--- config.mk ---
export PLATFORM = sky130hd
export DESIGN_NAME = ohb_host_port
export DESIGN_NICKNAME = d
export VERILOG_FILES = /design/src/design/ohb_sync.v /design/src/design/ohb_host_port.v
export VERILOG_INCLUDE_DIRS = /design/src /design/src/design
export SDC_FILE = /design/constraint.sdc
export NUM_CORES = 1
export LEC_CHECK = 0
export ABC_AREA = 1
export BUFFER_PORTS_ARGS = -buffer_cell sky130_fd_sc_hd__buf_2
export CORE_ASPECT_RATIO = 1.25
export CORE_MARGIN = 2
export CORE_UTILIZATION = 49
export DETAILED_ROUTE_END_ITERATION = 6
export GPL_ROUTABILITY_DRIVEN = 0
export HOLD_SLACK_MARGIN = 0.05
export PLACE_DENSITY = 0.73
export SETUP_SLACK_MARGIN = 0.05
export SLEW_MARGIN = 20
export SYNTH_ARGS = -nofsm -noshare
export SYNTH_HDL_FRONTEND = slang
export SYNTH_SLANG_ARGS = --single-unit
--- constraint.sdc ---
create_clock -name sys_clk -period 1.5 [get_ports sys_clk]
set_input_delay 0.3 -clock sys_clk [delete_from_list [all_inputs] [get_ports sys_clk]]
set_output_delay 0.3 -clock sys_clk [all_outputs]
set_load 0.05 [all_outputs]
--- src/design/ohb_defs.vh ---
// Constants for the OLED host bus interface
`ifndef OHB_DEFS_VH
`define OHB_DEFS_VH

// ----------------------------------------------------------------
// Bus modes, strap pattern {strap_a, strap_b}
// ----------------------------------------------------------------
`define OHB_MODE_SPI    2'h0
`define OHB_MODE_6800   2'h1
`define OHB_MODE_I2C    2'h2
`define OHB_MODE_8080   2'h3

// ----------------------------------------------------------------
// Synchronised pin vector layout
// ----------------------------------------------------------------
`define OHB_PIN_W       15
`define OHB_PIN_STRAP_A 14
`define OHB_PIN_STRAP_B 13
`define OHB_PIN_CS_N    12
`define OHB_PIN_INIT_N  11
`define OHB_PIN_DC      10
`define OHB_PIN_RW      9
`define OHB_PIN_EN      8
`define OHB_PIN_D_HI    7
`define OHB_PIN_D_LO    0

// ----------------------------------------------------------------
// Serial line positions on the data bus
// ----------------------------------------------------------------
`define OHB_SER_CLK     0
`define OHB_SER_DIN     1
`define OHB_SDA_OUT     2

// ----------------------------------------------------------------
// I2C byte phases
// ----------------------------------------------------------------
`define OHB_PH_ADDR     2'h0
`define OHB_PH_CTRL     2'h1
`define OHB_PH_DATA     2'h2
`define OHB_PH_IGN      2'h3

// ----------------------------------------------------------------
// Counts and field positions
// ----------------------------------------------------------------
`define OHB_BIT_LAST    4'h7
`define OHB_BIT_ACK     4'h8
`define OHB_CNT_ZERO    4'h0
`define OHB_CTRL_CO     7
`define OHB_CTRL_DC     6
`define OHB_RW_BIT      0
`define OHB_BUS_ALL     8'hFF
`define OHB_BUS_SDA     8'h04
`define OHB_BUS_NONE    8'h00
`define OHB_BYTE_ZERO   8'h00

`endif

--- src/design/ohb_sync.v ---
// Two-flop synchroniser for a vector of pin inputs
`timescale 1ns/1ps

module ohb_sync #(
  parameter W = 1
) (
  // Clock and reset
  input  wire         sys_clk,
  input  wire         sys_rst,
  // Pins and synchronised copy
  input  wire [W-1:0] pin_in,
  output reg  [W-1:0] pin_sync
);

  reg [W-1:0] stage1_r;

  always @(posedge sys_clk)
  begin
    if (sys_rst)
    begin
      stage1_r <= {W{1'b0}};
      pin_sync <= {W{1'b0}};
    end
    else
    begin
      stage1_r <= pin_in;
      pin_sync <= stage1_r;
    end
  end

endmodule // ohb_sync

--- src/design/ohb_host_port.v ---
// Host bus port: 6800/8080 parallel, 4-wire serial and I2C front end
`timescale 1ns/1ps
`include "ohb_defs.vh"

// Summary of operation
// [RULE1] Straps 00 serial, 01 6800 parallel
// [RULE2] Straps 10 select I2C mode
// [RULE3] Straps 11 select 8080 parallel mode
// [RULE4] Bus activity honoured only with chip select low; the I2C path ignores chip select
// [RULE5] Low init pin restarts the interface
// [RULE6] Data/command pin high data, low command
// [RULE7] I2C uses data/command pin as address LSB
// [RULE8] 6800 read/write pin high read, low write
// [RULE9] 6800 enable high starts the access
// [RULE10] 8080 write strobe low starts a write
// [RULE11] 8080 read strobe low starts a read
// [RULE12] Host ties read/write and enable low serially
// [RULE13] Serial clock bit 0, data bit 1
// [RULE14] I2C clock bit 0, data bits 1 and 2
// [RULE15] Bidirectional 8-bit bus, driven only on reads; the code also drives bit 2 low during I2C acks
// [RULE16] Host ties unused data pins low
module ohb_host_port #(
  parameter [5:0] I2C_ADDR_BASE = 6'h2A  // Arbitrary value
) (
  // Clock and reset
  input  wire       sys_clk,
  input  wire       sys_rst,
  // Straps and control pins
  input  wire       bus_select_strap_a,
  input  wire       bus_select_strap_b,
  input  wire       cs_n,
  input  wire       hw_init_n,
  input  wire       i2c_addr_lsb,
  input  wire       rw_sel,
  input  wire       en_rd_strobe,
  // Data bus pins
  input  wire [7:0] host_data_bus_i,
  output reg  [7:0] host_data_bus_o,
  output reg  [7:0] host_data_bus_oe,
  // Controller side
  output reg        cmd_valid,
  output reg  [7:0] cmd_byte,
  output reg        data_valid,
  output reg  [7:0] data_byte,
  output reg        rd_req,
  input  wire [7:0] rd_data,
  output reg        init_active,
  output reg  [1:0] bus_mode
);

  // ----------------------------------------------------------------
  // Pin synchronisation
  // ----------------------------------------------------------------
  wire [`OHB_PIN_W-1:0] pins_s;

  ohb_sync #(
    .W (`OHB_PIN_W)
  ) u_sync (
    .sys_clk  (sys_clk),
    .sys_rst  (sys_rst),
    .pin_in   ({bus_select_strap_a, bus_select_strap_b, cs_n, hw_init_n,
                i2c_addr_lsb, rw_sel, en_rd_strobe, host_data_bus_i}),
    .pin_sync (pins_s)
  );

  wire       cs_n_s   = pins_s[`OHB_PIN_CS_N];
  wire       init_n_s = pins_s[`OHB_PIN_INIT_N];
  wire       dc_s     = pins_s[`OHB_PIN_DC];
  wire       rw_s     = pins_s[`OHB_PIN_RW];
  wire       en_s     = pins_s[`OHB_PIN_EN];
  wire [7:0] d_s      = pins_s[`OHB_PIN_D_HI:`OHB_PIN_D_LO];
  wire       sck_s    = d_s[`OHB_SER_CLK];
  wire       sdi_s    = d_s[`OHB_SER_DIN];

  // ----------------------------------------------------------------
  // Edge history
  // ----------------------------------------------------------------
  reg        rw_q_r;
  reg        en_q_r;
  reg        sck_q_r;
  reg        sdi_q_r;
  reg        mode_ok_r;
  reg  [3:0] bit_cnt_r;
  reg  [7:0] shift_r;
  reg  [1:0] phase_r;
  reg        co_r;
  reg        dc_i2c_r;
  reg        ack_r;

  wire rst_any  = sys_rst | ~init_n_s;                 // RULE5
  wire sel      = ~cs_n_s;                             // RULE4
  wire rw_rise  = rw_s & ~rw_q_r;
  wire en_rise  = en_s & ~en_q_r;
  wire en_fall  = ~en_s & en_q_r;
  wire sck_rise = sck_s & ~sck_q_r;
  wire sck_fall = ~sck_s & sck_q_r;
  wire sda_fall = ~sdi_s & sdi_q_r & sck_s & sck_q_r;
  wire sda_rise = sdi_s & ~sdi_q_r & sck_s & sck_q_r;

  wire is_6800  = mode_ok_r & (bus_mode == `OHB_MODE_6800);
  wire is_8080  = mode_ok_r & (bus_mode == `OHB_MODE_8080);
  wire is_spi   = mode_ok_r & (bus_mode == `OHB_MODE_SPI);
  wire is_i2c   = mode_ok_r & (bus_mode == `OHB_MODE_I2C);

  // Parallel strobes: write takes data on the closing edge
  wire p_wr = sel & ((is_6800 & en_fall & ~rw_s)       // RULE8 RULE9
                   | (is_8080 & rw_rise));             // RULE10
  wire p_rd = sel & ((is_6800 & en_rise & rw_s)        // RULE8 RULE9
                   | (is_8080 & en_fall));             // RULE11
  wire p_drive = sel & ((is_6800 & en_s & rw_s)
                      | (is_8080 & ~en_s));            // RULE15

  wire [7:0] spi_byte  = {shift_r[6:0], sdi_s};
  wire       addr_hit  = (shift_r[7:1] == {I2C_ADDR_BASE, dc_s}); // RULE7
  wire       addr_wr   = ~shift_r[`OHB_RW_BIT];

  // ----------------------------------------------------------------
  // Mode capture and parallel / serial transfers
  // ----------------------------------------------------------------
  always @(posedge sys_clk)
  begin
    if (rst_any)
    begin
      rw_q_r           <= 1'b0;
      en_q_r           <= 1'b0;
      sck_q_r          <= 1'b0;
      sdi_q_r          <= 1'b0;
      mode_ok_r        <= 1'b0;
      bus_mode         <= `OHB_MODE_SPI;
      bit_cnt_r        <= `OHB_CNT_ZERO;
      shift_r          <= `OHB_BYTE_ZERO;
      phase_r          <= `OHB_PH_IGN;
      co_r             <= 1'b0;
      dc_i2c_r         <= 1'b0;
      ack_r            <= 1'b0;
      cmd_valid        <= 1'b0;
      cmd_byte         <= `OHB_BYTE_ZERO;
      data_valid       <= 1'b0;
      data_byte        <= `OHB_BYTE_ZERO;
      rd_req           <= 1'b0;
      host_data_bus_o  <= `OHB_BYTE_ZERO;
      host_data_bus_oe <= `OHB_BUS_NONE;
      init_active      <= 1'b1;                        // RULE5
    end
    else
    begin
      rw_q_r      <= rw_s;
      en_q_r      <= en_s;
      sck_q_r     <= sck_s;
      sdi_q_r     <= sdi_s;
      init_active <= 1'b0;
      cmd_valid   <= 1'b0;
      data_valid  <= 1'b0;
      rd_req      <= 1'b0;
      // Straps latched once after reset or init release
      if (!mode_ok_r)
      begin
        mode_ok_r <= 1'b1;
        bus_mode  <= {pins_s[`OHB_PIN_STRAP_A],
                      pins_s[`OHB_PIN_STRAP_B]};       // RULE1 RULE2 RULE3
      end
      // Parallel write and read
      if (p_wr)
      begin
        if (dc_s)                                      // RULE6
        begin
          data_valid <= 1'b1;
          data_byte  <= d_s;
        end
        else
        begin
          cmd_valid <= 1'b1;
          cmd_byte  <= d_s;
        end
      end
      if (p_rd)
      begin
        rd_req          <= 1'b1;
        host_data_bus_o <= rd_data;                    // RULE15
      end
      // 4-wire serial, MSB first on clock rise
      if (is_spi)
      begin
        if (!sel)
          bit_cnt_r <= `OHB_CNT_ZERO;                  // RULE4
        else if (sck_rise)                             // RULE13
        begin
          shift_r <= spi_byte;
          if (bit_cnt_r == `OHB_BIT_LAST)
          begin
            bit_cnt_r <= `OHB_CNT_ZERO;
            if (dc_s)                                  // RULE6
            begin
              data_valid <= 1'b1;
              data_byte  <= spi_byte;
            end
            else
            begin
              cmd_valid <= 1'b1;
              cmd_byte  <= spi_byte;
            end
          end
          else
            bit_cnt_r <= bit_cnt_r + 4'h1;
        end
      end
      // I2C slave, write direction
      if (is_i2c)
      begin
        if (sda_fall)                                  // RULE14
        begin
          bit_cnt_r <= `OHB_CNT_ZERO;
          phase_r   <= `OHB_PH_ADDR;
          ack_r     <= 1'b0;
        end
        else if (sda_rise)
        begin
          phase_r <= `OHB_PH_IGN;
          ack_r   <= 1'b0;
        end
        else if (sck_rise)
        begin
          if (bit_cnt_r == `OHB_BIT_ACK)
            bit_cnt_r <= `OHB_CNT_ZERO;
          else
          begin
            shift_r   <= {shift_r[6:0], sdi_s};
            bit_cnt_r <= bit_cnt_r + 4'h1;
          end
        end
        else if (sck_fall)
        begin
          if (bit_cnt_r == `OHB_CNT_ZERO)
            ack_r <= 1'b0;
          else if (bit_cnt_r == `OHB_BIT_ACK && !ack_r)
          begin
            case (phase_r)
              `OHB_PH_ADDR:
              begin
                ack_r   <= addr_hit & addr_wr;
                phase_r <= (addr_hit & addr_wr) ? `OHB_PH_CTRL
                                                : `OHB_PH_IGN;
              end
              `OHB_PH_CTRL:
              begin
                ack_r    <= 1'b1;
                co_r     <= shift_r[`OHB_CTRL_CO];
                dc_i2c_r <= shift_r[`OHB_CTRL_DC];
                phase_r  <= `OHB_PH_DATA;
              end
              `OHB_PH_DATA:
              begin
                ack_r <= 1'b1;
                if (dc_i2c_r)                          // RULE6
                begin
                  data_valid <= 1'b1;
                  data_byte  <= shift_r;
                end
                else
                begin
                  cmd_valid <= 1'b1;
                  cmd_byte  <= shift_r;
                end
                if (co_r)
                  phase_r <= `OHB_PH_CTRL;
              end
              default:
                ack_r <= 1'b0;
            endcase
          end
        end
      end
      // Output enables: whole bus on reads, SDA low on ack
      if (p_drive)
        host_data_bus_oe <= `OHB_BUS_ALL;              // RULE15
      else if (is_i2c & ack_r)
        host_data_bus_oe <= `OHB_BUS_SDA;              // RULE14
      else
        host_data_bus_oe <= `OHB_BUS_NONE;
      if (is_i2c)
        host_data_bus_o <= `OHB_BYTE_ZERO;
    end
  end

endmodule // ohb_host_port

==> impl_metrics.tcl <==
set metrics [dict create \
    status "complete, but fails checks" \
    violations "setup timing" \
    p_sw_w 0.000951 \
    rrSetupSlack_ns -0.10 \
    cp-endpoint "data_byte[3]" \
    min_path_type "input pin to flop" \
    wire_per_inst_um 14.7 \
    first_pass_iters 6 \
    required_ns 1.81 \
    ant_nets 0 \
    max_stage_delay_ns 0.38 \
    p_leak_nw 2.51 \
    path_depth 9 \
    drt_iter0_drc 513 \
    netSwitchingFraction_pct 23.1 \
    slowest_stage "dfxtp_4" \
    fillers 677 \
    grt_overflow 0 \
    drc_errors 0 \
    crit_buf_inv 1 \
    ios 63 \
    cp-start-kind "flop" \
    timing.rr.start "bus_mode[0]" \
    vdd_drop_max_uv 657 \
    synthCells 584 \
    cp_top_family "simple AND/OR/NAND/NOR gates" \
    synthToLayoutAreaGrowth_pct 32.7 \
    power_density_nw_per_um2 762 \
    fin_area_um2 5400 \
    grt_pass1_vias 3856 \
    htree_num_levels 3 \
    slew_violations 0 \
    arrival_ns 1.91 \
    comb_power_share_pct 5.1 \
    die_x_um 85.5 \
    antenna_found_initial 0 \
    crit_fanout 10 \
    worst_slack_ns -0.104 \
    clockPowerShare_pct 39.6 \
    ctsHoldBuffers 0 \
    mappedNetlistArea_um2 4070 \
    placedCellCount 771 \
    regArea_um2 1710 \
    max-slew-margin-rel_pct 63.1 \
    synth_nets 616 \
    crit_chain "nand2_1 -> nor2_2 -> nand2_1 -> nand2_2 -> buf_4 -> nand3_1 -> nand3_1 -> nand2_1 -> a21oi_4" \
    period_needed_ns 1.60 \
    critical_path.most_common_cell "nand2_1" \
    rsz0062_at_grt "true" \
    num_vias 4287 \
    core_um2 8150 \
    drive_gt1_share_pct 33.3 \
    skew_ns 0.00951 \
    cts-root-buf "clkbuf_8" \
    avgViaCountPerCell 5.37 \
    crit_start "bus_mode[0]" \
    multi_input_area_um2 2180 \
    insertion_delay_ns 0.37 \
    worst_slew_pin_slew_ns 0.553 \
    die_h_um 106 \
    cp-end-kind "flop" \
    avgSynthCellArea_um2 6.97 \
    antenna_cells 0 \
    period_share_pct 107 \
    timing.fmax_mhz 624 \
    dp_hpwl_mm 7.61 \
    cts_tree "built" \
    clkTransAtPathRegs_ns 0.09 \
    grtUsageTotal_pct 24.2 \
    start_util_pct 49.9 \
    row_count 37 \
    port_buffers 62 \
    final_nets 729 \
    grt_pass1_wl_mm 17.3 \
    r2r-end "data_byte[3]" \
    wl_mm 11.8 \
    dpl-instance-area_um2 4770 \
    cap_violations 0 \
    worstSetupPathType "flop to flop" \
    setup_viol 15 \
    final-instance-count-excl-fill 799 \
    yosysUniqueCellTypes 37 \
    seqPwrFrac_pct 55.4 \
    synth-seq-area-share_pct 41.3 \
    hold_viol 0 \
    clk_path_buf_depth 2 \
    clock-sinks 84 \
    r2r_cells 9 \
    grt_max_degree 31 \
    fin_setup_tns_ns -0.533 \
    hold_slack_ns 0.131 \
    die_area_um2 9050 \
    p_int_w 0.00316 \
    ys_ff_latch 84 \
    yosysWarnings 0 \
    cts_made_buffers 9 \
]
==> what timing repair did <==
action	4_1_cts	5_1_grt
setup endpoints to repair	37	44
gates cloned	0	2
buffers inserted	2	8
gates resized for setup	23	85
hold endpoints to repair	0	0
pin swaps	11	18
==> tightest hold or removal path, cell delays in order <==
cell	delay, ns
buf_2	0.07
inv_1	0.03
nor2_1	0.06
==> routing by layer <==
layer | wire, µm | vias to the layer above | GRT usage (%) | share of wire [%]
met4 | 491 | 0 | 12.0 | 4.2
met2 | 5760 | 209 | 40.2 | 49
met5 | 0 | - | 0 | 0
li1 | - | 2067 | - | -
met3 | 911 | 39 | 4.23 | 7.7
met1 | 4620 | 1972 | 29.9 | 39
==> state kept, by name, summed over array words and instances, names as in the netlist, 2 cells and up <==
register / cells
bit_cnt_r: 4
bus_mode: 2
cmd_byte: 8
data_byte: 8
host_data_bus_o: 8
host_data_bus_oe: 2
phase_r: 2
shift_r: 8
u_sync.pin_sync: 15
u_sync.stage1_r: 15
==> how the worst min path moves through the flow <==
stage | endpoint | depth (start not counted) | from | slack (ns)
5_1_grt | u_sync.stage1_r[5] | 3 | host_data_bus_i[5] | 0.13
4_1_cts | u_sync.stage1_r[0] | 3 | host_data_bus_i[0] | 0.12
6_report | u_sync.stage1_r[12] | 3 | cs_n | 0.13
2_1_floorplan | u_sync.pin_sync[0] | 2 | u_sync.stage1_r[0] | 0.39
3_5_place_dp | u_sync.pin_sync[10] | 2 | u_sync.stage1_r[10] | 0.40
3_3_place_gp | u_sync.pin_sync[11] | 2 | u_sync.stage1_r[11] | 0.39
==> placed cells by master, fill, tap and decap left out, types with 3 or more instances in the layout <==
master,netlist,layout
buf_4,6,53
inv_1,84,74
o21ai_0,28,10
nor2_4,2,6
nand3_4,1,3
nand2_1,135,124
nor2_2,1,6
nand3_2,3,6
nand2_4,2,3
nand2_8,0,3
clkbuf_8,3,10
nand4_1,15,15
ha_1,7,4
dfxtp_1,84,74
a21oi_2,2,10
buf_12,0,3
buf_2,8,62
clkbuf_1,4,3
ha_4,0,3
inv_2,2,12
a21oi_1,37,28
dfxtp_2,0,4
dfxtp_4,0,6
nand3_1,55,50
o21ai_2,2,10
o21ai_1,2,11
nand2_2,7,16
buf_6,4,8
nor2_1,75,66
==> final cells by class <==
type / instances / area share [%]
inverter: 87 / 6.19
sequential: 84 / 31.7
multi-input combinational: 389 / 40.4
clock buffer: 13 / 2.76
clock inverter: 3 / 0.857
tap: 97 / 2.25
timing repair buffer: 126 / 15.9
==> stage by stage <==
stage	total power [W]	setup slack, ns	utilization (%)
4_1_cts	0.00414	0.0111	61.8
2_1_floorplan	0.00244	0.0514	-
3_3_place_gp	0.00252	-0.0679	58.5
5_1_grt	0.00428	-0.161	66.3
6_report	0.00411	-0.104	66.3
3_5_place_dp	0.00253	-0.130	58.5
==> power by group through the flow <==
stage,Clock [W],Sequential (W),Combinational [W]
2_1_floorplan,0,0.00233,0.000107
3_3_place_gp,0,0.00233,0.000189
3_5_place_dp,0,0.00234,0.000192
4_1_cts,0.00166,0.00228,0.000194
5_1_grt,0.00177,0.00228,0.000233
6_report,0.00163,0.00228,0.000208
==> cell usage after synthesis <==
library cell,instances,area share [%]
nand2_1,135,12
dfxtp_1,84,41
inv_1,84,7.8
nor2_1,75,6.9
nand3_1,55,6.8
a21oi_1,37,4.6
o21ai_0,28,3.4
nand4_1,15,2.3
buf_2,8,0.98
ha_1,7,2.2
nand2_2,7,1.1
buf_4,6,1.1
buf_6,4,1.1
clkbuf_1,4,0.37
clkbuf_8,3,1.0
nand3_2,3,0.74
a21boi_0,2,0.37
a21oi_2,2,0.43
inv_2,2,0.18
nand2_4,2,0.55
nor2_4,2,0.55
nor3_1,2,0.25
o21ai_1,2,0.25
o21ai_2,2,0.43
buf_1,1,0.092
inv_4,1,0.15
nand3_4,1,0.43
nor2_2,1,0.15
nor2_8,1,0.49
nor3_2,1,0.25
nor4_1,1,0.15
o2111ai_1,1,0.22
o211ai_1,1,0.18
o21a_1,1,0.18
o22ai_1,1,0.15
xnor2_1,1,0.22
xor2_1,1,0.22
==> cells by family (layout without fill, tap and decap cells) <==
| family | Yosys count | in the layout | share of synthesized area, % |
|---|---|---|---|
| DFF | 84 | 84 | 41.3 |
| buffers and inverters | 113 | 229 | 12.8 |
| AOI/OAI and AO/OA | 77 | 77 | 10.2 |
| xor gates and xnor gates | 2 | 2 | 0.431 |
| and+or+nand+nor | 301 | 303 | 33.1 |
| adders and majority gates | 7 | 7 | 2.15 |
Power figures use the tool's default switching activity.
